## config.mk

```make
export PLATFORM = sky130hd
export DESIGN_NAME = rpm_power_ctrl
export DESIGN_NICKNAME = d
export VERILOG_FILES = /design/src/logic/rpm_pkg.sv /design/src/logic/rpm_mode_decode.sv /design/src/logic/rpm_sync_edge.sv /design/src/logic/rpm_power_ctrl.sv
export SDC_FILE = /design/constraint.sdc
export NUM_CORES = 1
export LEC_CHECK = 0
export ABC_AREA = 1
export BUFFER_PORTS_ARGS = -buffer_cell sky130_fd_sc_hd__clkbuf_2
export CAP_MARGIN = 20
export CORE_MARGIN = 4
export CORE_UTILIZATION = 45
export DETAILED_ROUTE_END_ITERATION = 16
export PLACE_DENSITY_LB_ADDON = 0.3
export SLEW_MARGIN = 25
export SYNTH_ARGS = -nofsm -noshare
export SYNTH_HDL_FRONTEND = slang
export SYNTH_SLANG_ARGS = --single-unit
```

## constraint.sdc

```tcl
create_clock -name pclk -period 2.4 [get_ports pclk]
set_input_delay 0.24 -clock pclk [delete_from_list [all_inputs] [get_ports pclk]]
set_output_delay 0.24 -clock pclk [all_outputs]
set_load 0.01 [all_outputs]
```

## src/logic/rpm_pkg.sv

```systemverilog
// Package: register map, fields and mode encodings for power-mode control
package rpm_pkg;

	// ---------------------------------------------------------------
	// Register offsets (byte addresses)
	// ---------------------------------------------------------------
	localparam logic [11:0] ADDR_POWER_CTRL = 12'h000;
	localparam logic [11:0] ADDR_CLOCK_CTRL = 12'h004;
	localparam logic [11:0] ADDR_PORT_SEL   = 12'h008;
	localparam logic [11:0] ADDR_STATUS     = 12'h00c;
	localparam logic [11:0] ADDR_IRQ_STATUS = 12'h010;
	localparam logic [11:0] ADDR_IRQ_MASK   = 12'h014;
	localparam logic [11:0] ADDR_MODE       = 12'h018;

	// ---------------------------------------------------------------
	// Field positions
	// ---------------------------------------------------------------
	localparam int BIT_TOTAL_PD   = 0;
	localparam int BIT_LINK_PD    = 1;
	localparam int BIT_AUDIO_PD   = 2;
	localparam int BIT_VIDEO_PD   = 3;
	localparam int BIT_MCLK_PD    = 0;
	localparam int BIT_XTAL_PD    = 1;
	localparam int BIT_APLL_PD    = 2;
	localparam int BIT_PCLK_PD    = 3;
	localparam int BIT_CLK_DET    = 0;
	localparam int BIT_SYNC_DET   = 1;
	localparam int BIT_IRQ_CLK    = 0;
	localparam int BIT_IRQ_SYNC   = 1;
	localparam int BIT_IRQ_MODE   = 2;
	localparam int PORTS          = 4;
	localparam int PORT_W         = 2;
	localparam int PD_W           = 4;
	localparam int IRQ_W          = 3;
	localparam int STAT_W         = 2;
	localparam int MODE_W         = 5;

	// ---------------------------------------------------------------
	// Reset values: all power-down controls inactive (high)
	// ---------------------------------------------------------------
	localparam logic [PD_W-1:0]   POWER_CTRL_RST = 4'hf;
	localparam logic [PD_W-1:0]   CLOCK_CTRL_RST = 4'hf;
	localparam logic [PORT_W-1:0] PORT_SEL_RST   = 2'h0;
	localparam logic [IRQ_W-1:0]  IRQ_MASK_RST   = 3'h0;
	localparam logic [PD_W-1:0]   PD_ALL_HIGH    = 4'hf;
	localparam logic [PD_W-1:0]   PD_TOTAL_ONLY  = 4'he;
	localparam logic [PD_W-1:0]   PD_LINK_ONLY   = 4'hd;
	localparam logic [PD_W-1:0]   PD_OUTS_ONLY   = 4'h3;

	// ---------------------------------------------------------------
	// Power modes, one-hot
	// ---------------------------------------------------------------
	typedef enum logic [MODE_W-1:0] {
		RPM_MODE_FULL     = 5'h01,
		RPM_MODE_OFF      = 5'h02,
		RPM_MODE_SLEEP    = 5'h04,
		RPM_MODE_UNSEL    = 5'h08,
		RPM_MODE_OTHER    = 5'h10
	} rpm_mode_t;

endpackage : rpm_pkg

```

## src/logic/rpm_mode_decode.sv

```systemverilog
// Decoder from power-down bits to one-hot power mode
`timescale 1ns/1ps

module rpm_mode_decode
(
	input  wire logic [3:0]        pd_bits_n,
	output rpm_pkg::rpm_mode_t     mode
);

	// Decode named bit patterns, anything else is an other mode
	always_comb
	begin
		case (pd_bits_n)
			rpm_pkg::PD_ALL_HIGH:   mode = rpm_pkg::RPM_MODE_FULL;
			rpm_pkg::PD_TOTAL_ONLY: mode = rpm_pkg::RPM_MODE_OFF;
			rpm_pkg::PD_LINK_ONLY:  mode = rpm_pkg::RPM_MODE_SLEEP;
			rpm_pkg::PD_OUTS_ONLY:  mode = rpm_pkg::RPM_MODE_UNSEL;
			default:                mode = rpm_pkg::RPM_MODE_OTHER;
		endcase
	end

endmodule : rpm_mode_decode

```

## src/logic/rpm_sync_edge.sv

```systemverilog
// Level synchroniser-free event detector for status inputs
`timescale 1ns/1ps

module rpm_sync_edge
(
	input  wire logic pclk,
	input  wire logic presetn,
	input  wire logic level_in,
	output logic      level_reg,
	output wire logic changed
);

	// Register level to find changes
	always_ff @(posedge pclk or negedge presetn)
	begin
		if (!presetn)
			level_reg <= 1'b0;
		else
			level_reg <= level_in;
	end

	assign changed = level_reg ^ level_in;

endmodule : rpm_sync_edge

```

## src/logic/rpm_power_ctrl.sv

```systemverilog
// Power-mode control top with APB register slave
//
// Implementation choices: the register addresses and the APB interface to the registers.
`timescale 1ns/1ps

module rpm_power_ctrl
(
	input  wire logic        pclk,
	input  wire logic        presetn,
	input  wire logic        psel,
	input  wire logic        penable,
	input  wire logic        pwrite,
	input  wire logic [11:0] paddr,
	input  wire logic [31:0] pwdata,
	output logic      [31:0] prdata,
	output wire logic        pready,
	output wire logic        pslverr,
	input  wire logic        link_clock_present,
	input  wire logic        link_sync_present,
	output logic      [3:0]  port_termination_en,
	output logic      [3:0]  port_core_en,
	output logic             clock_detect_en,
	output logic             sync_detect_en,
	output logic             decrypt_en,
	output logic             link_core_en,
	output logic             audio_out_oe,
	output logic             video_out_oe,
	output logic             master_audio_clock_powerdown_n,
	output logic             crystal_powerdown_n,
	output logic             audio_pll_powerdown_n,
	output logic             pixel_clock_powerdown_n,
	output wire logic        irq
);

	// ---------------------------------------------------------------
	// Registers
	// ---------------------------------------------------------------
	logic [3:0] power_ctrl_reg;
	logic [3:0] clock_ctrl_reg;
	logic [1:0] port_sel_reg;
	logic [2:0] irq_status_reg;
	logic [2:0] irq_status_next;
	logic [2:0] irq_mask_reg;
	logic       clk_det_reg;
	logic       sync_det_reg;
	logic       link_clock_detected;
	logic       sync_detected;
	wire logic  clk_changed;
	wire logic  sync_changed;
	rpm_pkg::rpm_mode_t mode;
	rpm_pkg::rpm_mode_t mode_reg;

	// Power-down controls are kept exactly as written. The decoded mode
	// is only read back and used for the change event; the gating
	// below works bit by bit, so it needs no decoded mode at all.

	// ---------------------------------------------------------------
	// Bus decode
	// ---------------------------------------------------------------
	wire logic access  = psel && penable;
	wire logic wr_en   = access && pwrite;
	wire logic hit_pwr = paddr == rpm_pkg::ADDR_POWER_CTRL;
	wire logic hit_clk = paddr == rpm_pkg::ADDR_CLOCK_CTRL;
	wire logic hit_prt = paddr == rpm_pkg::ADDR_PORT_SEL;
	wire logic hit_sta = paddr == rpm_pkg::ADDR_STATUS;
	wire logic hit_irs = paddr == rpm_pkg::ADDR_IRQ_STATUS;
	wire logic hit_irm = paddr == rpm_pkg::ADDR_IRQ_MASK;
	wire logic hit_mod = paddr == rpm_pkg::ADDR_MODE;
	wire logic mapped  = hit_pwr | hit_clk | hit_prt | hit_sta
		| hit_irs | hit_irm | hit_mod;

	// Zero wait states; bus runs on pclk, never on the link clock, so
	// registers stay reachable in every power mode, even with no link.
	// The access phase is therefore always a single cycle.
	assign pready  = 1'b1;

	// Unmapped address: error in the access phase, write is dropped
	// because no hit term is set, read data come back as zero
	assign pslverr = access && !mapped;

	// Power-down bits held by software, active low
	wire logic total_powerdown_n      = power_ctrl_reg[rpm_pkg::BIT_TOTAL_PD];
	wire logic link_core_powerdown_n  = power_ctrl_reg[rpm_pkg::BIT_LINK_PD];
	wire logic audio_out_powerdown_n  = power_ctrl_reg[rpm_pkg::BIT_AUDIO_PD];
	wire logic video_out_powerdown_n  = power_ctrl_reg[rpm_pkg::BIT_VIDEO_PD];

	// ---------------------------------------------------------------
	// Mode decode
	// ---------------------------------------------------------------
	rpm_mode_decode u_decode
	(
		.pd_bits_n (power_ctrl_reg),
		.mode      (mode)
	);

	// ---------------------------------------------------------------
	// Status change detectors
	// ---------------------------------------------------------------
	// Each detector keeps the last level for the status register and
	// flags a change for the interrupt logic in the same cycle
	rpm_sync_edge u_clk_edge
	(
		.pclk      (pclk),
		.presetn   (presetn),
		.level_in  (link_clock_detected),
		.level_reg (clk_det_reg),
		.changed   (clk_changed)
	);

	rpm_sync_edge u_sync_edge
	(
		.pclk      (pclk),
		.presetn   (presetn),
		.level_in  (sync_detected),
		.level_reg (sync_det_reg),
		.changed   (sync_changed)
	);

	// ---------------------------------------------------------------
	// Software registers
	// ---------------------------------------------------------------
	// Writes take effect at the access edge; only the low bits of
	// each word are stored, the rest read back as zero. The status
	// register is read-only and the event register is handled below.
	always_ff @(posedge pclk or negedge presetn)
	begin
		if (!presetn)
		begin
			power_ctrl_reg <= rpm_pkg::POWER_CTRL_RST;
			clock_ctrl_reg <= rpm_pkg::CLOCK_CTRL_RST;
			port_sel_reg   <= rpm_pkg::PORT_SEL_RST;
			irq_mask_reg   <= rpm_pkg::IRQ_MASK_RST;
		end
		else if (wr_en)
		begin
			if (hit_pwr)
				power_ctrl_reg <= pwdata[3:0];
			if (hit_clk)
				clock_ctrl_reg <= pwdata[3:0];
			if (hit_prt)
				port_sel_reg <= pwdata[1:0];
			if (hit_irm)
				irq_mask_reg <= pwdata[2:0];
		end
	end

	// Mode register for change event; it resets to full mode, the mode
	// that the reset value of the power-down bits decodes to, so no
	// false event follows reset
	always_ff @(posedge pclk or negedge presetn)
	begin
		if (!presetn)
			mode_reg <= rpm_pkg::RPM_MODE_FULL;
		else
			mode_reg <= mode;
	end

	// ---------------------------------------------------------------
	// Gating per mode
	// ---------------------------------------------------------------
	// Bits are applied in order of reach, total over link core over
	// outputs, so a pattern outside the named modes still gates
	// safely: a low bit switches off everything behind its part
	wire logic is_off   = !total_powerdown_n;
	wire logic core_on  = !is_off && link_core_powerdown_n;
	wire logic outs_on  = core_on && audio_out_powerdown_n
		&& video_out_powerdown_n;

	// ---------------------------------------------------------------
	// Port selection
	// ---------------------------------------------------------------
	// One-hot port selection, only one port active; a two-bit select
	// cannot name two ports, so no second port can ever be enabled
	function automatic logic [3:0] rpm_onehot(input logic [1:0] sel);
		rpm_onehot = 4'h1 << sel;
	endfunction : rpm_onehot

	wire logic [3:0] sel_hot = rpm_onehot(port_sel_reg);

	// Clock detect runs unless powered fully off; sync needs the core.
	// Each raw level is qualified by its enable, so a detector that is
	// powered down reads as no clock or no sync in the status register
	// and raises one change event if it is switched off while its level is present.
	assign link_clock_detected = clock_detect_en && link_clock_present;
	assign sync_detected       = sync_detect_en && link_sync_present;

	// Next values of the enable outputs
	wire logic [3:0] term_next    = is_off ? 4'h0 : 4'hf;
	wire logic [3:0] port_next    = core_on ? sel_hot : 4'h0;
	wire logic       clkdet_next  = !is_off;
	wire logic       syncdet_next = core_on;
	wire logic       crypt_next   = core_on;
	wire logic       core_next    = core_on;
	wire logic       outs_next    = outs_on;

	// Enable outputs, registered so that no gate glitches on a write
	always_ff @(posedge pclk or negedge presetn)
	begin
		if (!presetn)
		begin
			port_termination_en <= 4'h0;
			port_core_en        <= 4'h0;
			clock_detect_en     <= 1'b0;
			sync_detect_en      <= 1'b0;
			decrypt_en          <= 1'b0;
			link_core_en        <= 1'b0;
			audio_out_oe        <= 1'b0;
			video_out_oe        <= 1'b0;
		end
		else
		begin
			port_termination_en <= term_next;
			port_core_en        <= port_next;
			clock_detect_en     <= clkdet_next;
			sync_detect_en      <= syncdet_next;
			decrypt_en          <= crypt_next;
			link_core_en        <= core_next;
			audio_out_oe        <= outs_next;
			video_out_oe        <= outs_next;
		end
	end

	// ---------------------------------------------------------------
	// Clock power-down group
	// ---------------------------------------------------------------
	// Clock power-down outputs follow the group register. Keeping the
	// four controls in step is the host's duty; the hardware passes
	// each bit on as written and does not force the group together.
	always_ff @(posedge pclk or negedge presetn)
	begin
		if (!presetn)
		begin
			master_audio_clock_powerdown_n <= 1'b1;
			crystal_powerdown_n            <= 1'b1;
			audio_pll_powerdown_n          <= 1'b1;
			pixel_clock_powerdown_n        <= 1'b1;
		end
		else
		begin
			master_audio_clock_powerdown_n <=
				clock_ctrl_reg[rpm_pkg::BIT_MCLK_PD];
			crystal_powerdown_n <= clock_ctrl_reg[rpm_pkg::BIT_XTAL_PD];
			audio_pll_powerdown_n <= clock_ctrl_reg[rpm_pkg::BIT_APLL_PD];
			pixel_clock_powerdown_n <= clock_ctrl_reg[rpm_pkg::BIT_PCLK_PD];
		end
	end

	// ---------------------------------------------------------------
	// Interrupts: set wins over write-one-to-clear
	// ---------------------------------------------------------------
	// Events: mode change, sync change and clock change. An event in the
	// cycle of a clearing write keeps its bit set, so none is lost; the
	// host sees it on its next read and clears it again.
	wire logic [2:0] irq_set = {mode != mode_reg, sync_changed, clk_changed};
	wire logic [2:0] irq_clr = (wr_en && hit_irs) ? pwdata[2:0] : 3'h0;

	always_comb
	begin
		irq_status_next = (irq_status_reg & ~irq_clr) | irq_set;
	end

	always_ff @(posedge pclk or negedge presetn)
	begin
		if (!presetn)
			irq_status_reg <= 3'h0;
		else
			irq_status_reg <= irq_status_next;
	end

	assign irq = |(irq_status_reg & irq_mask_reg);

	// ---------------------------------------------------------------
	// Read data
	// ---------------------------------------------------------------
	wire logic [31:0] rd_mux =
		hit_pwr ? {28'h0, power_ctrl_reg} :
		hit_clk ? {28'h0, clock_ctrl_reg} :
		hit_prt ? {30'h0, port_sel_reg} :
		hit_sta ? {30'h0, sync_det_reg, clk_det_reg} :
		hit_irs ? {29'h0, irq_status_reg} :
		hit_irm ? {29'h0, irq_mask_reg} :
		hit_mod ? {27'h0, mode} :
		32'h0;

	// Read data registered on setup phase, stable in access; reads have
	// no side effect, the event bits clear only on a write of ones.
	// Writes leave the read register alone, so it holds the last read.
	always_ff @(posedge pclk or negedge presetn)
	begin
		if (!presetn)
			prdata <= 32'h0;
		else if (psel && !penable && !pwrite)
			prdata <= rd_mux;
	end

endmodule : rpm_power_ctrl

```

== Yosys cells after proc, flatten, opt, wreduce, memory -nomap -nowiden ==
Index checks and enable logic that the tools add are counted.
Word-level totals
  word-level logic and storage cells: 73
  register bits: 70
Operators by class
  equal/unequal tests: 11
  shift-type cells: 1
  reductions and logical operators: 20
  bitwise gates (word level): 12
  mux-type cells: 11
Operator list (number)
  $eq 12x5->1 const B: 3
  $mux 5: 7
  $eq 12x4->1 const B: 2
  $pmux 5 s4: 1
  $eq 12x3->1 const B: 1
  $eq 4x4->1 const B: 3
  $logic_not 12->1: 1
  $logic_and 1x1->1: 11
  $mux 4: 2
  $reduce_and 2->1: 4
  $and 3x3->3: 2
  $or 1x1->1: 6
  $ne 5x5->1: 1
  $eq 4x2->1 const B: 1
  $shl 1x2->4 const A: 1
  $logic_not 1->1: 3
  $mux 3: 1
  $not 3->3: 1
  $or 3x3->3: 1
  $reduce_or 3->1: 1
  $xor 1x1->1: 2

== Logic depth before layout (Yosys ltp) ==
  depth in word-level cells: 9
  depth in mapped cells: 10

== By module ==
From an unflattened synthesis, not the netlist that was laid out.
Unflattened totals
  cells, all modules: 268
  area total of the unflattened synthesis: 2247.2 um^2
By module, submodules not included
  rpm_power_ctrl: sequential area each 942.2 um^2, instances 1, area an instance 2093.3 um^2, cells each 242
  rpm_sync_edge: sequential area each 25.0 um^2, instances 2, area an instance 43.8 um^2, cells each 6
  rpm_mode_decode: sequential area each 0.0 um^2, instances 1, area an instance 66.3 um^2, cells each 14

== Worst setup path before layout ==
Ideal clock, no wire load.
  kind: register to register
  start point: register power_ctrl_reg[0]
  end point: register irq_status_reg[2]
  stages on the path, launching flop included: 7
  library setup time: 0.135 ns
  data arrival time: 1.227 ns
  buffers on the path: 0
  path slack: 1.038 ns
  data required time: 2.265 ns
  cell sequence: dfstp_2 -> nand2_2 -> clkinv_4 -> nand2_4 -> xnor2_1 -> nor4_1 -> nand3_1
Between the ends
  word-level cells in the longest chain between the ends: 4
  elaborated cells between the ends (all ways): 7
  classes of those cells: eq/ne (5); mux (1); bitwise (1)
RTL lines
  from (decl): RTL line rpm_power_ctrl.sv:38  | logic [3:0] power_ctrl_reg;
  from (signal assigned): RTL line rpm_power_ctrl.sv:129  | power_ctrl_reg <= rpm_pkg::POWER_CTRL_RST;
  from (signal assigned): RTL line rpm_power_ctrl.sv:137  | power_ctrl_reg <= pwdata[3:0];
  $eq 4x2->1 / $eq 4x4->1 (equally long branches): RTL line rpm_mode_decode.sv:13  | case (pd_bits_n)
  $pmux 5 s4 (*): RTL line rpm_mode_decode.sv:13
  $ne 5x5->1 (*): RTL line rpm_power_ctrl.sv:254  | wire logic [2:0] irq_set = {mode != mode_reg, sync_changed, clk_changed};
  $or 3x3->3 (*): RTL line rpm_power_ctrl.sv:259  | irq_status_next = (irq_status_reg & ~irq_clr) | irq_set;
  net irq_status_next[2]: RTL line rpm_power_ctrl.sv:42  | logic [2:0] irq_status_next;
  to (signal assigned): RTL line rpm_power_ctrl.sv:267  | irq_status_reg <= irq_status_next;
  to (decl): RTL line rpm_power_ctrl.sv:41  | logic [2:0] irq_status_reg;
The timed path passes the listed nets; every way through them passes the cells marked *.
A chain may end at the register's enable or synchronous reset.

== Worst setup path in the final report ==
  start point: input paddr[11]
  end point: output pslverr
Between the ends
  word-level cells in the longest chain between the ends: 9
  elaborated cells between the ends (all ways): 15
  classes of those cells: eq/ne (6); bitwise (6); reduce/logical (3)
RTL lines
  from (decl): RTL line rpm_power_ctrl.sv:13  | input wire logic [11:0] paddr,
  $eq 12x3->1 / $logic_not 12->1 (equally long branches): RTL line rpm_power_ctrl.sv:63, rpm_power_ctrl.sv:62
  $or 1x1->1 (3 in a row): RTL line rpm_power_ctrl.sv:69  | wire logic mapped = hit_pwr | hit_clk | hit_prt | hit_sta
  $or 1x1->1 (2 in a row): RTL line rpm_power_ctrl.sv:70  | | hit_irs | hit_irm | hit_mod;
  $or 1x1->1 (*): RTL line rpm_power_ctrl.sv:70
  $logic_not 1->1 (*): RTL line rpm_power_ctrl.sv:79  | assign pslverr = access && !mapped;
  $logic_and 1x1->1 (*): RTL line rpm_power_ctrl.sv:79
  to (decl): RTL line rpm_power_ctrl.sv:17  | output wire logic pslverr,
Mark *: on every way between the ends. The rest lies on a longest branch, timed or not.

==> impl_metrics.yaml <==
run_status:
  status: "complete, no violations"
finish:
  nets: 359
  multiInputGateArea_um2: 940
  area_growth_pct: 12.2
  drive_gt1_frac: 0.333
  fillers: 495
  register_area_um2: 992
  final_area_um2: 2500
  num_antenna_cells: 0
critical_path:
  worstSetupEndpointType: "primary output"
  critical_path.max_stage_delay_ns: 0.26
  cpMaxStageDelayCell: "o21ai_0"
  crit_top_cell: "clkbuf_2"
  start_kind: "input pin"
  crit_family: "simple AND/OR/NAND/NOR gates"
  worstPathCellList: "clkbuf_2, nor2_2, nand2_4, nor2_8, inv_2, o21ai_0, nor3b_1, clkbuf_2"
  path_buf_inv: 3
  worstPathRequired_ns: 2.16
  worstPathMaxFanout: 9
  arrival_ns: 1.33
  worstSetupPathType: "in -> out"
clock_tree:
  cts.sinks: 39
  cts_setup_buffers: 0
  clk_latency_ns: 0.29
  holdBufCountCts: 0
  clk_pin_slew_worst_paths_ns: 0.07
  htreeDepth: 2
  post_cts_resized: 0
  cts_buffers: 5
  cts-root-buf: "clkbuf_8"
  cts_tree: "built"
  clk_path_buf_depth: 2
synth:
  synthDistinctLibCells: 30
  synthCells: 263
  synth_top_area_share: 0.292
  synthArstFlopShare: 1.00
  synth_seq_cells: 39
  yosysWarnings: 0
  synthTopCellsByArea: "dfrtp_1 (29%), dfstp_2 (15%), buf_4 (12%)"
  yosys.area.top_type: "dfrtp_1"
  synth_edf_count: 0
  synth_top_flop_cell: "dfrtp_1"
  synth_common_cells: "nand2_1 (46), buf_4 (35), dfrtp_1 (26)"
  synth-seq-area-share: 0.445
  synth_area_um2: 2230
  synth_most_common_cell: "nand2_1"
  synth_area_per_cell_um2: 8.48
route:
  wl_um: 4410
  ant_nets: 0
  drcViolationCount: 0
  avgViaCountPerCell: 4.47
  vias: 1680
  drt_iter0_markers: 108
  firstDrtPassIters: 4
  routedWlPerCell_um: 11.7
grt:
  grt_pass1_vias: 1571
  antenna_found_initial: 0
  grt_pass1_wl_um: 7400
  grt.total_usage: 0.153
  grt_max_degree: 40
  grt_overflow: 0
floorplanning:
  die-area_um2: 6140
  fp.dieW_um: 78.4
  die_h_um: 78.4
  coreArea_um2: 4750
  io_pins: 104
  row_count: 25
  initial_core_util: 0.469
timing:
  tightest_slew_ns: 0.818
  setup_tns_ns: 0
  finalSetupViolations: 0
  maxSlewViolCount: 0
  period_share: 0.656
  max-slew-margin-rel: 0.455
  rsz0062_at_grt: "false"
  final.min_clock_period_ns: 1.57
  finClkSkew_ns: 0.00979
  hold_viol_final: 0
  clock.fmax_mhz: 635
power:
  power_mw: 1.30
  leakagePower_nw: 1.37
  max-vdd-ir-drop_mv: 0.310
  power.density_nw_per_um2: 521
worst_hold_path:
  min_path_type: "in -> async"
place:
  dpl-instance-area_um2: 2380
  hpwl_um: 3560
  portBuffers: 47
  place_congestion: 0.880
flow_run:
  cap_violations: 0
## cell usage in the layout, fill, tap and decap left out, types with 2 or more instances in the layout
| master | Yosys | layout |
|---|---|---|
| nand2_4 | 4 | 4 |
| xor2_1 | 3 | 3 |
| nor2_2 | 6 | 6 |
| xnor2_1 | 2 | 2 |
| nand2_2 | 6 | 6 |
| dfstp_2 | 13 | 13 |
| inv_2 | 8 | 8 |
| clkbuf_8 | 0 | 6 |
| nor2_8 | 2 | 2 |
| inv_1 | 25 | 25 |
| o21ai_1 | 13 | 13 |
| nand3_2 | 2 | 2 |
| nand3_1 | 20 | 20 |
| o21ai_0 | 11 | 11 |
| nor3_2 | 2 | 2 |
| nor2_4 | 2 | 2 |
| nand2_1 | 46 | 46 |
| clkbuf_2 | 0 | 46 |
| conb_1 | 2 | 28 |
| nor3_1 | 5 | 5 |
| dfrtp_1 | 26 | 26 |
| nor2_1 | 19 | 19 |
| nand4_1 | 3 | 3 |
## cells by family after synthesis
| family | Yosys count | synth area share |
|---|---|---|
| DFF | 39 | 0.445 |
| xor gates and xnor gates | 5 | 0.0196 |
| buffers and inverters | 69 | 0.177 |
| other | 2 | 0.00337 |
| AOI/OAI and AO/OA | 28 | 0.0718 |
| and+or+nand+nor | 120 | 0.283 |
## through the flow
step	instances	worst slack (ns)	hold slack [ns]	utilization
finish	376	0.826	0.0470	0.526
global route	376	0.751	0.106	0.526
CTS	376	0.812	0.115	0.526
detailed placement	368	0.815	0.369	0.501
global placement	368	0.785	0.369	0.501
floorplan	289	1.04	-0.0556	-
## worst reg2reg max path: cells and delay by family, from the launching register on
family / cells / cell delay [ns]
XOR/XNOR: 1 / 0.13
buffers and inverters: 1 / 0.09
flip-flops: 1 / 0.61
AND/OR/NAND/NOR: 4 / 0.59
## worst paths after layout
path	slack, ns	cells past startpoint	to	startpoint
setup / recovery	0.83	8	pslverr	paddr[11]
hold / removal	0.05	1	u_clk_edge.level_reg$_DFF_PN0_	presetn
setup reg to reg	0.84	6	irq_status_reg[2]$_DFF_PN0_	power_ctrl_reg[0]$_DFFE_PN1P_
hold reg to reg	0.38	0	audio_pll_powerdown_n$_DFF_PN1_	clock_ctrl_reg[2]$_DFFE_PN1P_
max in group asynchronous	1.83	1	irq_mask_reg[0]$_DFFE_PN0P_	presetn
min in group pclk	0.16	3	power_ctrl_reg[3]$_DFFE_PN1P_	pwdata[3]
## area by class of cell
| cell class | count | share of cell area |
|---|---|---|
| clock buffer | 6 | 0.0330 |
| inverter | 34 | 0.0530 |
| multi-input combinational | 181 | 0.376 |
| sequential | 39 | 0.397 |
| clock inverter | 2 | 0.0140 |
| tap | 67 | 0.0335 |
| timing repair buffer | 47 | 0.0940 |
## power breakdown
part           switching, mW  internal [mW]  leakage, nW
Sequential          0.000927          0.659        0.487
Combinational         0.0698         0.0224        0.824
Clock                  0.216          0.336       0.0612
## metal layers
metal	track usage	share of wire	routed length (um)	vias up
met4	0.0367	0.0057	25	0
met3	0.0367	0.067	294	4
met2	0.256	0.49	2160	50
li1	-	-	-	858
met5	0	0	0	-
met1	0.201	0.44	1930	768
Note: power is estimated with default switching activity, not from simulation.
